## src/logic/spsf_pkg.sv

```systemverilog
// Purpose: constants for the serial port status flag block
// Assumes: 8-bit register port, one 20 MHz core clock
// Notes:   offsets are register port addresses
package spsf_pkg;

  // register port addresses
  localparam logic [7:0] SPSF_ADDR_CTRL_STATUS = 8'h98;
  localparam logic [7:0] SPSF_ADDR_INT_STATUS  = 8'h99;
  localparam logic [7:0] SPSF_ADDR_INT_MASK    = 8'h9A;

  // bit positions inside the control/status register
  localparam int SPSF_BIT_RX_DONE   = 0;
  localparam int SPSF_BIT_TX_DONE   = 1;
  localparam int SPSF_BIT_RX_NINTH  = 2;
  localparam int SPSF_BIT_TX_NINTH  = 3;
  localparam int SPSF_BIT_RX_ENABLE = 4;
  localparam int SPSF_BIT_MP_CMP    = 5;
  localparam int SPSF_BIT_MODE_LOW  = 6;
  localparam int SPSF_BIT_MODE_HIGH = 7;

  // bit positions inside the interrupt status and mask registers
  localparam int SPSF_INT_TX = 0;
  localparam int SPSF_INT_RX = 1;

  // values after reset
  localparam logic [7:0] SPSF_RST_CTRL_STATUS = 8'h00;
  localparam logic [1:0] SPSF_RST_INT_STATUS  = 2'h0;
  localparam logic [1:0] SPSF_RST_INT_MASK    = 2'h0;
  localparam logic [7:0] SPSF_RST_RDATA       = 8'h00;

  // index of the last bit of a frame, or of the ninth data bit, counted from 0 at the first bit
  localparam logic [3:0] SPSF_POS_MODE0_LAST  = 4'h7;  // eighth data bit
  localparam logic [3:0] SPSF_POS_MODE1_STOP  = 4'h9;  // start+8+stop
  localparam logic [3:0] SPSF_POS_NINE_DATA   = 4'h9;  // ninth data bit
  localparam logic [3:0] SPSF_POS_NINE_STOP   = 4'hA;  // start+9+stop

  // serial modes, encoded {mode_high, mode_low}
  typedef enum logic [1:0] {
    SPSF_MODE_SHIFT  = 2'h0,
    SPSF_MODE_UART8  = 2'h1,
    SPSF_MODE_UART9F = 2'h2,
    SPSF_MODE_UART9V = 2'h3
  } spsf_mode_t;

endpackage

```

## src/logic/spsf_flags.sv

```systemverilog
// Purpose: control/status register and completion flags of a serial port
// Assumes: bit events come from shift logic on the same clock, one-cycle
//          pulses with the index of the bit just shifted
// Notes:   interrupt status/mask pair is an extra layer over the flags
//
// Local design decision: strobed register access.
`timescale 1ns/1ps

//Function
// - mode 0: transmit-done flag sets after the eighth data bit shifts out.
// - other modes: transmit-done flag sets after the frame's last bit is sent.
// - modes 2 and 3: ninth received bit goes into received_ninth_bit.
// - mode 1 with compare off: received stop bit goes into received_ninth_bit.
module spsf_flags
  import spsf_pkg::*;
(
  // clock and reset
  input  wire logic       mclk,
  input  wire logic       arst_n,
  // register port
  input  wire logic [7:0] reg_addr,
  input  wire logic [7:0] reg_wdata,
  input  wire logic       reg_write,
  input  wire logic       reg_read,
  output      logic [7:0] reg_rdata,
  // transmit shifter events
  input  wire logic       tx_bit_sent,
  input  wire logic [3:0] tx_bit_pos,
  // receive shifter events
  input  wire logic       rx_bit_valid,
  input  wire logic [3:0] rx_bit_pos,
  input  wire logic       rx_bit_value,
  // settings toward the shifters
  output      logic [1:0] serial_mode,
  output      logic       multiprocessor_compare_enable,
  output      logic       receive_enable,
  output      logic       transmit_ninth_bit,
  output      logic       transmit_done_flag,
  output      logic       receive_done_flag,
  // interrupt
  output      logic       irq
);

  // register state and the values it takes at the next edge
  logic [7:0] ctrl_reg;
  logic [7:0] ctrl_next;
  logic [1:0] int_status_reg;
  logic [1:0] int_status_next;
  logic [1:0] int_mask_reg;
  logic [1:0] int_mask_next;
  logic [7:0] rdata_reg;
  logic [7:0] rdata_next;
  logic       irq_reg;
  logic       irq_next;

  // events decoded in the current cycle
  logic       tx_done_evt;
  logic       rx_done_evt;
  logic       ninth_load;
  logic       ninth_value;
  logic       ninth_now;
  spsf_mode_t mode;

  // strobe aimed at one register address; shared by every write decode
  function automatic logic addr_hit(input logic       strobe,
                                    input logic [7:0] addr,
                                    input logic [7:0] target);
    addr_hit = strobe && (addr == target);
  endfunction

  // frame position of the last transmitted bit for a mode
  function automatic logic [3:0] last_tx_pos(input spsf_mode_t m);
    case (m)
      SPSF_MODE_SHIFT: last_tx_pos = SPSF_POS_MODE0_LAST;
      SPSF_MODE_UART8: last_tx_pos = SPSF_POS_MODE1_STOP;
      default:         last_tx_pos = SPSF_POS_NINE_STOP;
    endcase
  endfunction

  assign mode = spsf_mode_t'({ctrl_reg[SPSF_BIT_MODE_HIGH],
                              ctrl_reg[SPSF_BIT_MODE_LOW]});

  // transmit completion event
  // mode 0 counts data bits only, the other modes count the whole frame
  always_comb begin
    tx_done_evt = 1'b0;
    if (tx_bit_sent && tx_bit_pos == last_tx_pos(mode)) begin
      if (mode == SPSF_MODE_SHIFT) begin
        tx_done_evt = 1'b1;
      end else begin
        tx_done_evt = 1'b1;
      end
    end
  end

  // receive ninth bit capture and completion event; receiver off ignores
  // the line entirely so a stray frame cannot disturb the status bits
  // the ninth bit stored at position 9 gates completion at position 10,
  // so the shifter may send those events in consecutive cycles
  always_comb begin
    rx_done_evt = 1'b0;
    ninth_load  = 1'b0;
    ninth_value = 1'b0;
    ninth_now   = ctrl_reg[SPSF_BIT_RX_NINTH];
    if (rx_bit_valid && ctrl_reg[SPSF_BIT_RX_ENABLE]) begin
      case (mode)
        SPSF_MODE_SHIFT: begin
          // no ninth bit in shift mode; done after eighth bit
          rx_done_evt = (rx_bit_pos == SPSF_POS_MODE0_LAST);
        end
        SPSF_MODE_UART8: begin
          if (rx_bit_pos == SPSF_POS_MODE1_STOP) begin
            if (!ctrl_reg[SPSF_BIT_MP_CMP]) begin
              ninth_load  = 1'b1;
              ninth_value = rx_bit_value;
              rx_done_evt = 1'b1;
            end else begin
              // compare on: only a valid stop bit completes the frame
              rx_done_evt = rx_bit_value;
            end
          end
        end
        SPSF_MODE_UART9F, SPSF_MODE_UART9V: begin
          if (rx_bit_pos == SPSF_POS_NINE_DATA) begin
            ninth_load  = 1'b1;
            ninth_value = rx_bit_value;
          end else if (rx_bit_pos == SPSF_POS_NINE_STOP) begin
            // compare on filters out frames whose ninth bit is zero
            rx_done_evt = ninth_now | ~ctrl_reg[SPSF_BIT_MP_CMP];
          end
        end
        default: begin
          rx_done_evt = 1'b0;
        end
      endcase
    end
  end

  // control/status register next value; hardware set beats a same-cycle
  // software clear so no completion is lost
  // software may also set a flag by writing it, but that raises no
  // interrupt, as only completion events set interrupt status; the price is no protection against slips
  always_comb begin
    ctrl_next = ctrl_reg;
    if (addr_hit(reg_write, reg_addr, SPSF_ADDR_CTRL_STATUS)) begin
      ctrl_next = reg_wdata;
    end
    if (ninth_load) begin
      ctrl_next[SPSF_BIT_RX_NINTH] = ninth_value;
    end
    if (tx_done_evt) begin
      ctrl_next[SPSF_BIT_TX_DONE] = 1'b1;
    end
    if (rx_done_evt) begin
      ctrl_next[SPSF_BIT_RX_DONE] = 1'b1;
    end
  end

  // interrupt status (write one to clear, set wins) and mask
  // write-one-to-clear lets software acknowledge one source without a
  // read-modify-write race against the other source
  always_comb begin
    int_status_next = int_status_reg;
    int_mask_next   = int_mask_reg;
    if (addr_hit(reg_write, reg_addr, SPSF_ADDR_INT_STATUS)) begin
      int_status_next = int_status_reg & ~reg_wdata[1:0];
    end
    if (addr_hit(reg_write, reg_addr, SPSF_ADDR_INT_MASK)) begin
      int_mask_next = reg_wdata[1:0];
    end
    if (tx_done_evt) begin
      int_status_next[SPSF_INT_TX] = 1'b1;
    end
    if (rx_done_evt) begin
      int_status_next[SPSF_INT_RX] = 1'b1;
    end
    // built from the next values so the flopped output tracks the
    // unmasked status bits in the same cycle rather than one behind
    irq_next = |(int_status_next & int_mask_next);
  end

  // read data, valid in the cycle after the read strobe only
  // idle cycles and unmapped addresses both read zero, which keeps the
  // bus quiet between reads
  always_comb begin
    rdata_next = SPSF_RST_RDATA;
    if (reg_read) begin
      case (reg_addr)
        SPSF_ADDR_CTRL_STATUS: rdata_next = ctrl_reg;
        SPSF_ADDR_INT_STATUS:  rdata_next = {6'h00, int_status_reg};
        SPSF_ADDR_INT_MASK:    rdata_next = {6'h00, int_mask_reg};
        default:               rdata_next = 8'h00; // unmapped reads zero
      endcase
    end
  end

  // state registers
  // reset clears every flag so no stale interrupt fires at start
  always_ff @(posedge mclk or negedge arst_n) begin
    if (!arst_n) begin
      ctrl_reg       <= SPSF_RST_CTRL_STATUS;
      int_status_reg <= SPSF_RST_INT_STATUS;
      int_mask_reg   <= SPSF_RST_INT_MASK;
      rdata_reg      <= SPSF_RST_RDATA;
      irq_reg        <= 1'b0;
    end else begin
      ctrl_reg       <= ctrl_next;
      int_status_reg <= int_status_next;
      int_mask_reg   <= int_mask_next;
      rdata_reg      <= rdata_next;
      irq_reg        <= irq_next;
    end
  end

  // outputs straight from flops
  assign reg_rdata                     = rdata_reg;
  assign serial_mode                   = {ctrl_reg[SPSF_BIT_MODE_HIGH],
                                          ctrl_reg[SPSF_BIT_MODE_LOW]};
  assign multiprocessor_compare_enable = ctrl_reg[SPSF_BIT_MP_CMP];
  assign receive_enable                = ctrl_reg[SPSF_BIT_RX_ENABLE];
  assign transmit_ninth_bit            = ctrl_reg[SPSF_BIT_TX_NINTH];
  assign transmit_done_flag            = ctrl_reg[SPSF_BIT_TX_DONE];
  assign receive_done_flag             = ctrl_reg[SPSF_BIT_RX_DONE];
  assign irq                           = irq_reg;

endmodule

```

## config.mk

```make
export PLATFORM = sky130hd
export DESIGN_NAME = spsf_flags
export DESIGN_NICKNAME = d
export VERILOG_FILES = /design/src/logic/spsf_pkg.sv /design/src/logic/spsf_flags.sv
export SDC_FILE = /design/constraint.sdc
export NUM_CORES = 1
export LEC_CHECK = 0
export BUFFER_PORTS_ARGS = -buffer_cell sky130_fd_sc_hd__buf_2
export CAP_MARGIN = 20
export CORE_UTILIZATION = 40
export CTS_BUF_LIST = sky130_fd_sc_hd__clkbuf_8
export DETAILED_ROUTE_END_ITERATION = 7
export GPL_ROUTABILITY_DRIVEN = 0
export PLACE_DENSITY_LB_ADDON = 0.05
export SLEW_MARGIN = 15
export SYNTH_ARGS = -nofsm -noshare
export SYNTH_HDL_FRONTEND = slang
export SYNTH_SLANG_ARGS = --single-unit
```

## constraint.sdc

```tcl
create_clock -name mclk -period 1.58 [get_ports mclk]
set_input_delay 0.079 -clock mclk [delete_from_list [all_inputs] [get_ports mclk]]
set_output_delay 0.079 -clock mclk [all_outputs]
set_load 0.02 [all_outputs]
```

* Word level (Yosys, flattened, before mapping) *
Cells that the tools add are included.

cells by class
  equal/unequal tests = 10
  bitwise logic cells = 5
  reduce and logical (&&, ||, !) cells = 11
  multiplexer cells = 28

operator list
  kind                count
  $eq 8x8->1 const B  3
  $pmux 8 s3          1
  $mux 1              19
  $eq 4x4->1 const B  2
  $mux 8              1
  $pmux 4 s2          1
  $reduce_bool 2->1   3
  $logic_and 1x1->1   5
  $and 2x2->2         2
  $eq 2x2->1 const B  2
  $eq 4x3->1 const B  1
  $eq 4x4->1          1
  $mux 2              2
  $pmux 1 s2          2
  $reduce_or 2->1     2
  $mux 3              1
  $pmux 1 s3          1
  $eq 2x1->1 const B  1
  $logic_not 2->1     1
  $not 2->2           1
  $not 1->1           1
  $or 1x1->1          1

storage, ports and cells
  bits in registers = 21

* Depth between registers and ports, before layout *
Gate-level depths: netlist (run 1).

  word-level depth = 9
  depth in mapped cells = 6

* Worst setup path after synthesis (run 1) *
No wires, ideal clock.

  path type = register to register
  start = reg ctrl_reg[7]
  end = reg irq_reg, in the netlist irq
  data required time = 1505 ps
  setup time = 75 ps
  cell stages (with the launch flop) = 6
  arrival = 1417 ps
  buffers on the path = 0
  path slack = 89 ps
  cells stage by stage = dfrtp_1 -> nand2b_4 -> or3b_1 -> a211oi_2 -> a21o_2 -> o2bb2ai_2

between the ends
  word-level cells in the longest chain between the ends = 8
  elaborated cells between the ends (all ways) = 15
  classes of those cells = eq/ne: 4; mux: 6; bitwise: 1; reduce/logical: 4

ends and longest elaborated chain
  item                                           line               text
  start: declaration                             spsf_flags.sv:45   logic [7:0] ctrl_reg;
  start signal: assignment                       spsf_flags.sv:207  ctrl_reg <= ctrl_next;
  $eq 2x1->1 or $logic_not 2->1 (tied branches)  spsf_flags.sv:73   case (m)
  $pmux 4 s2 (*)                                 spsf_flags.sv:73
  $eq 4x4->1 (*)                                 spsf_flags.sv:87   if (tx_bit_sent && tx_bit_pos == last_tx_pos(mode)) begin
  $logic_and 1x1->1 (*)                          spsf_flags.sv:87
  $mux 1 (*)                                     spsf_flags.sv:87
  $mux 1 (*)                                     spsf_flags.sv:171  if (tx_done_evt) begin
  net int_status_next[0]                         spsf_flags.sv:48   logic [1:0] int_status_next;
  $and 2x2->2 (*)                                spsf_flags.sv:179  irq_next = |(int_status_next & int_mask_next);
  $reduce_or 2->1 (*)                            spsf_flags.sv:179
  net irq_next                                   spsf_flags.sv:54   logic irq_next;
  end signal: assignment                         spsf_flags.sv:211  irq_reg <= irq_next;
  end: declaration                               spsf_flags.sv:53   logic irq_reg;

Mark *: on every way through the listed nets, which the timed path passes. The rest lies on a longest branch.
A chain may end at the register's enable or synchronous reset.

* Worst setup path after layout (run 1) *
Same ends and word-level chain as after synthesis.

==> flow_summary.yaml, run 1 <==
timing:
  holdWs_ns: 0.04794
  tns_ns: 0
  hold_viol: 0
  fin_crit_sh_pct: 93.86
  setup_viol: 0
  clock_skew_ns: 0.0007812
  fmax_mhz: 674.3
  slew_violations: 0
  slew_headroom_pct: 68.95
  tightest_slew_ns: 0.4658
  min_period_ns: 1.483
  rsz0062_at_grt: "no"
worst_setup_path:
  path_class: "reg -> reg"
  cp-startpoint: "ctrl_reg[7]"
  arrival_ns: 1.67
  end_kind: "register"
  r2r_start: "ctrl_reg[7]"
  start_kind: "register"
  slowest_delay_ns: 0.38
  crit_path_max_fanout: 2
  path_cells: "nand2b_4 -> or3b_1 -> a211oi_2 -> a21o_2 -> o2bb2ai_2"
  required_ns: 1.77
  cpMaxStageDelayCell: "dfrtp_1"
global_routing:
  grt.overflow.total: 0
  grt_antenna_before_repair: 0
  grt_pass1_wl_um: 3111
  grt_pass1_vias: 782
  grtUsageTotal_pct: 15.86
  grt_max_degree: 22
cells_and_area:
  layout_common_cells: "buf_2 (46), dfrtp_1 (20), and2_1 (8), nor2_1 (8), mux2_2 (6)"
  area_growth_syn_to_layout_pct: 31.89
  final_area_um2: 1371
  nets: 176
  final_common_cell: "buf_2"
  drive_above_1_share_pct: 45.83
  multiInputGateArea_um2: 479.2
  nFillCells: 241
  diodes: 0
  regArea_um2: 526.8
  post-route-util_pct: 55.35
route:
  drt-initial-drc-count: 4
  dr.pass1.iters: 3
  wirelength_um: 2100
  via_count: 851
  post_drt_wl_per_cell_um: 12.07
  route.detailed.drc: 0
  drtAntennaViolNets: 0
  vias_per_cell: 4.891
place:
  numPortBuffers: 46
  placed_cell_area_um2: 1314
  hpwl_um: 1672
cts:
  clk_pin_slew_ns: 0.07
  clock_latency_ns: 0.26
  clk_path_buf_depth: 2
  cts.sinks: 21
  postCtsSetupBuffers: 0
  cts_buffers: 3
  cts_root_buf: "clkbuf_8"
  cts_tree: "built"
  cts_htree_levels: 1
synth:
  ys_seq_area_share_pct: 50.54
  yosys.area.top_type_share_pct: 50.54
  yosys.area.top_type: "dfrtp_1"
  synthArstFlopShare_pct: 100.0
  synthCells: 93
  ys_ff_latch: 21
  synth_edf_count: 0
  ys.flop_type: "dfrtp_1"
  avgSynthCellArea_um2: 11.18
  synth_area_um2: 1040
  yosysWarnings: 0
  yosys-top-cells-area: "dfrtp_1 (51%), mux2_2 (6.5%), and2_1 (4.8%)"
  ys_types: 33
  syn-num-nets: 124
floorplanning:
  core_um2: 2477
  fp-row-count: 18
  ios: 47
  start_util_pct: 41.97
  fp.dieW_um: 52.99
  dieArea_um2: 2807
  die_h_um: 52.99
power:
  power_density_nw_per_um2: 803.8
  p_leak_nw: 0.7557
  peakVddDrop_uv: 557.5
hold_path:
  hp-start: "reg_wdata[5]"
  hold_class: "in -> reg"
run_status:
  status: "finished, final reports clean"
run:
  drv_cap: 0
## metal layers
layer / global-route usage [%] / up-vias / share of wire [%]
met5: 0 / - / 0
met4: 9.649 / 0 / 1.5
met3: 3.161 / 4 / 5.5
met2: 27.85 / 33 / 49
met1: 17.33 / 385 / 44
li1: - / 429 / -
## layout make-up
class,count,area share (%)
tap,30,2.737
multi-input combinational,65,34.95
timing repair buffer,51,19.71
sequential,21,38.41
clock buffer,3,3.011
clock inverter,1,0.3650
inverter,3,0.8212
## where the power goes
group	leakage (nW)	internal, W	switching, W
Combinational	0.448	0.0000837	0.0000903
Clock	0.0255	0.000175	0.000169
Sequential	0.282	0.000565	0.0000192
Total	0.756	0.000824	0.000278
## per-stage QoR
step / total power, W / setup WS (ns) / cells
floorplan: 0.0006841 / 0.08862 / 93
finish: 0.001102 / 0.09703 / 174
CTS: 0.001123 / 0.04331 / 174
global route: 0.001166 / 0.008609 / 174
global placement: 0.0007646 / 0.1249 / 169
detailed placement: 0.0007681 / 0.06422 / 169
## cells by family after synthesis
logic type / Yosys count / share of synthesized area (%)
multiplexers: 11 / 11.31
AND/OR/NAND/NOR: 39 / 23.47
buffers and inverters: 7 / 3.368
AO/OA/AOI/OAI: 15 / 11.31
flip-flops: 21 / 50.54
## cells in the mapped netlist (2+ instances only)
cell / instances
a211o_1: 2
o211ai_1: 2
nand2b_1: 3
buf_4: 2
inv_1: 3
mux2i_1: 5
a21oi_1: 4
nor2_1: 8
nor2b_1: 5
mux2_2: 6
dfrtp_1: 21
nand2_1: 3
and2_1: 8
nand4_1: 2
## worst paths after layout
kind | end | slack [ns] | depth (start not counted)
worst max-delay path | irq | 0.1 | 5
worst min-delay path | ctrl_reg[5] | 0.05 | 2
worst max register to register | irq | 0.1 | 5
worst min register to register | reg_rdata[3] | 0.50 | 1
max in group asynchronous | ctrl_reg[6] | 0.92 | 2
min in group asynchronous | reg_rdata[3] | 0.31 | 2
## repair_timing
item,in CTS,in global routing
hold buffers,1,0
resized for setup,0,1
endpoints found under the setup margin,0,1
hold endpoints to repair,21,0
## critical path: cells and delay by family (launching register included)
kind / cells / cell delay, ns
AND/OR/NAND/NOR: 2 / 0.52
AO/OA/AOI/OAI: 3 / 0.50
flip-flops: 1 / 0.38
Note: power is estimated with default switching activity, not from simulation.
==> inputs of run 2 (changes only) <==
==> constraint.sdc (replaced) <==
create_clock -name mclk -period 1.58 [get_ports mclk]
set_input_delay 0.079 -clock mclk [delete_from_list [all_inputs] [get_ports mclk]]
set_output_delay 0.079 -clock mclk [all_outputs]
set_load 0.1 [all_outputs]
==> run 2 against run 1 <==
  * Hold slack better by 0.0042 ns
  * Sequential cell count unchanged
  * Utilization is 0.10 points lower
  * Sequential share of layout area grew 0.44 points
  * Register-to-register slack lost 0.03 ns
  * Via count rose by 0.24%
  * Critical path type unchanged
==> flow_summary.yaml, run 2 (synthesis gave the netlist of run 1 again) <==
worst_setup_path:
  cp_top_family: "compound AO/OA/AOI/OAI gates"
  path_class: "reg -> reg"
  slowest_delay_ns: 0.38
  end_kind: "register"
  cpMaxStageDelayCell: "dfrtp_1"
  crit_path_max_fanout: 2
  start_kind: "register"
  arrival_ns: 1.69
  required_ns: 1.76
  path_buf_inv: 0
  path_cells: "nand2b_4 -> or3b_1 -> a211oi_2 -> a21o_2 -> o2bb2ai_2"
floorplanning:
  core_um2: 2477
  die_h_um: 52.99
  fp.dieW_um: 52.99
  dieArea_um2: 2807
  ios: 47
  fp-row-count: 18
  start_util_pct: 41.97
route:
  route.detailed.drc: 0
  drtAntennaViolNets: 0
  post_drt_wl_per_cell_um: 11.60
  wirelength_um: 2006
  vias_per_cell: 4.931
  dr.pass1.iters: 4
  via_count: 853
  drt-initial-drc-count: 10
cts:
  cts_htree_levels: 1
  cts.sinks: 21
  clk_path_buf_depth: 2
  cts_root_buf: "clkbuf_8"
  cts_buffers: 3
  cts_tree: "built"
  postCtsSetupBuffers: 0
  clock_latency_ns: 0.25
  clk_pin_slew_ns: 0.08
timing:
  slew_headroom_pct: 67.51
  min_period_ns: 1.510
  fmax_mhz: 662.3
  holdWs_ns: 0.05209
  setup_viol: 0
  fin_crit_sh_pct: 95.57
  hold_viol: 0
  worst_slack_ns: 0.07000
  rsz0062_at_grt: "no"
  tightest_slew_ns: 0.4907
  tns_ns: 0
  slew_violations: 0
  clock_skew_ns: 0.002118
global_routing:
  grt.overflow.total: 0
  grt_max_degree: 22
  grt_antenna_before_repair: 0
  grtUsageMet1_pct: 19.71
  top_usage_layer: "met2"
  grt_pass1_vias: 698
  grt_pass1_wl_um: 3008
  grt_use_met3_pct: 3.448
  grtUsageMet2_pct: 24.89
  grtUsageTotal_pct: 15.26
cells_and_area:
  drive_above_1_share_pct: 46.85
  final_common_cell: "buf_2"
  layout_common_cells: "buf_2 (46), dfrtp_1 (18), and2_1 (8), nor2_1 (8), mux2_2 (6)"
  area_growth_syn_to_layout_pct: 31.65
  final_area_um2: 1369
  nets: 175
  diodes: 0
place:
  pre_cts_ws_ns: 0.04843
  hpwl_um: 1614
  numPortBuffers: 46
  placed_cell_area_um2: 1311
run_status:
  status: "finished, final reports clean"
power:
  power_density_nw_per_um2: 874.8
  peakVddDrop_uv: 454.5
  p_leak_nw: 0.7468
hold_path:
  hold_class: "in -> reg"
run:
  drv_cap: 0
[run 2: changes by cell type in the layout (fill, tap and decap cells not counted), sizes merged]
cell  delta
buf      -1
[run 2: timing repair]
action | 4_1_cts | 5_1_grt
resized for setup | 0 | 1
setup endpoints to repair | 0 | 1
hold buffers | 1 | 0
endpoints found under the hold margin | 21 | 0
[run 2: path summary, 6_finish.rpt]
check | cells past startpoint | end | startpoint | slack [ns]
worst max-delay path | 5 | irq | ctrl_reg[7] | 0.07
worst min-delay path | 2 | ctrl_reg[6] | reg_wdata[6] | 0.05
worst max register to register | 5 | irq | ctrl_reg[7] | 0.07
worst min register to register | 1 | reg_rdata[3] | ctrl_reg[3] | 0.51
max in group asynchronous | 2 | ctrl_reg[5] | arst_n | 0.93
min in group asynchronous | 2 | reg_rdata[1] | arst_n | 0.30
[run 2: metal layers]
layer / routed length [um] / vias to the layer above / part of all wire [%]
li1: - / 430 / -
met1: 905 / 392 / 45
met2: 985 / 29 / 49
met3: 105 / 2 / 5.2
met4: 9 / 0 / 0.45
met5: 0 / - / 0
[run 2: cell type report]
| class | instances | area [um^2] |
|---|---|---|
| sequential | 21 | 531.8 |
| clock buffer | 3 | 41.29 |
| timing repair buffer | 50 | 262.8 |
| inverter | 3 | 11.26 |
| fill | 241 | 1109 |
| multi-input combinational | 65 | 479.2 |
| clock inverter | 1 | 5.005 |
| tap | 30 | 37.54 |
[run 2: power by group]
part	internal [W]	switching [W]
registers	0.000566	0.0000193
clock network	0.000175	0.000166
logic	0.0000820	0.000189
[run 2: stage by stage]
stage / power [W] / std cells / utilization (%)
finish: 0.001197 / 173 / 55.25
global route: 0.001257 / 173 / 55.25
CTS: 0.001209 / 173 / 55.20
detailed placement: 0.0008679 / 168 / 52.93
global placement: 0.0008653 / 168 / 52.93
floorplan: 0.0007850 / 93 / -
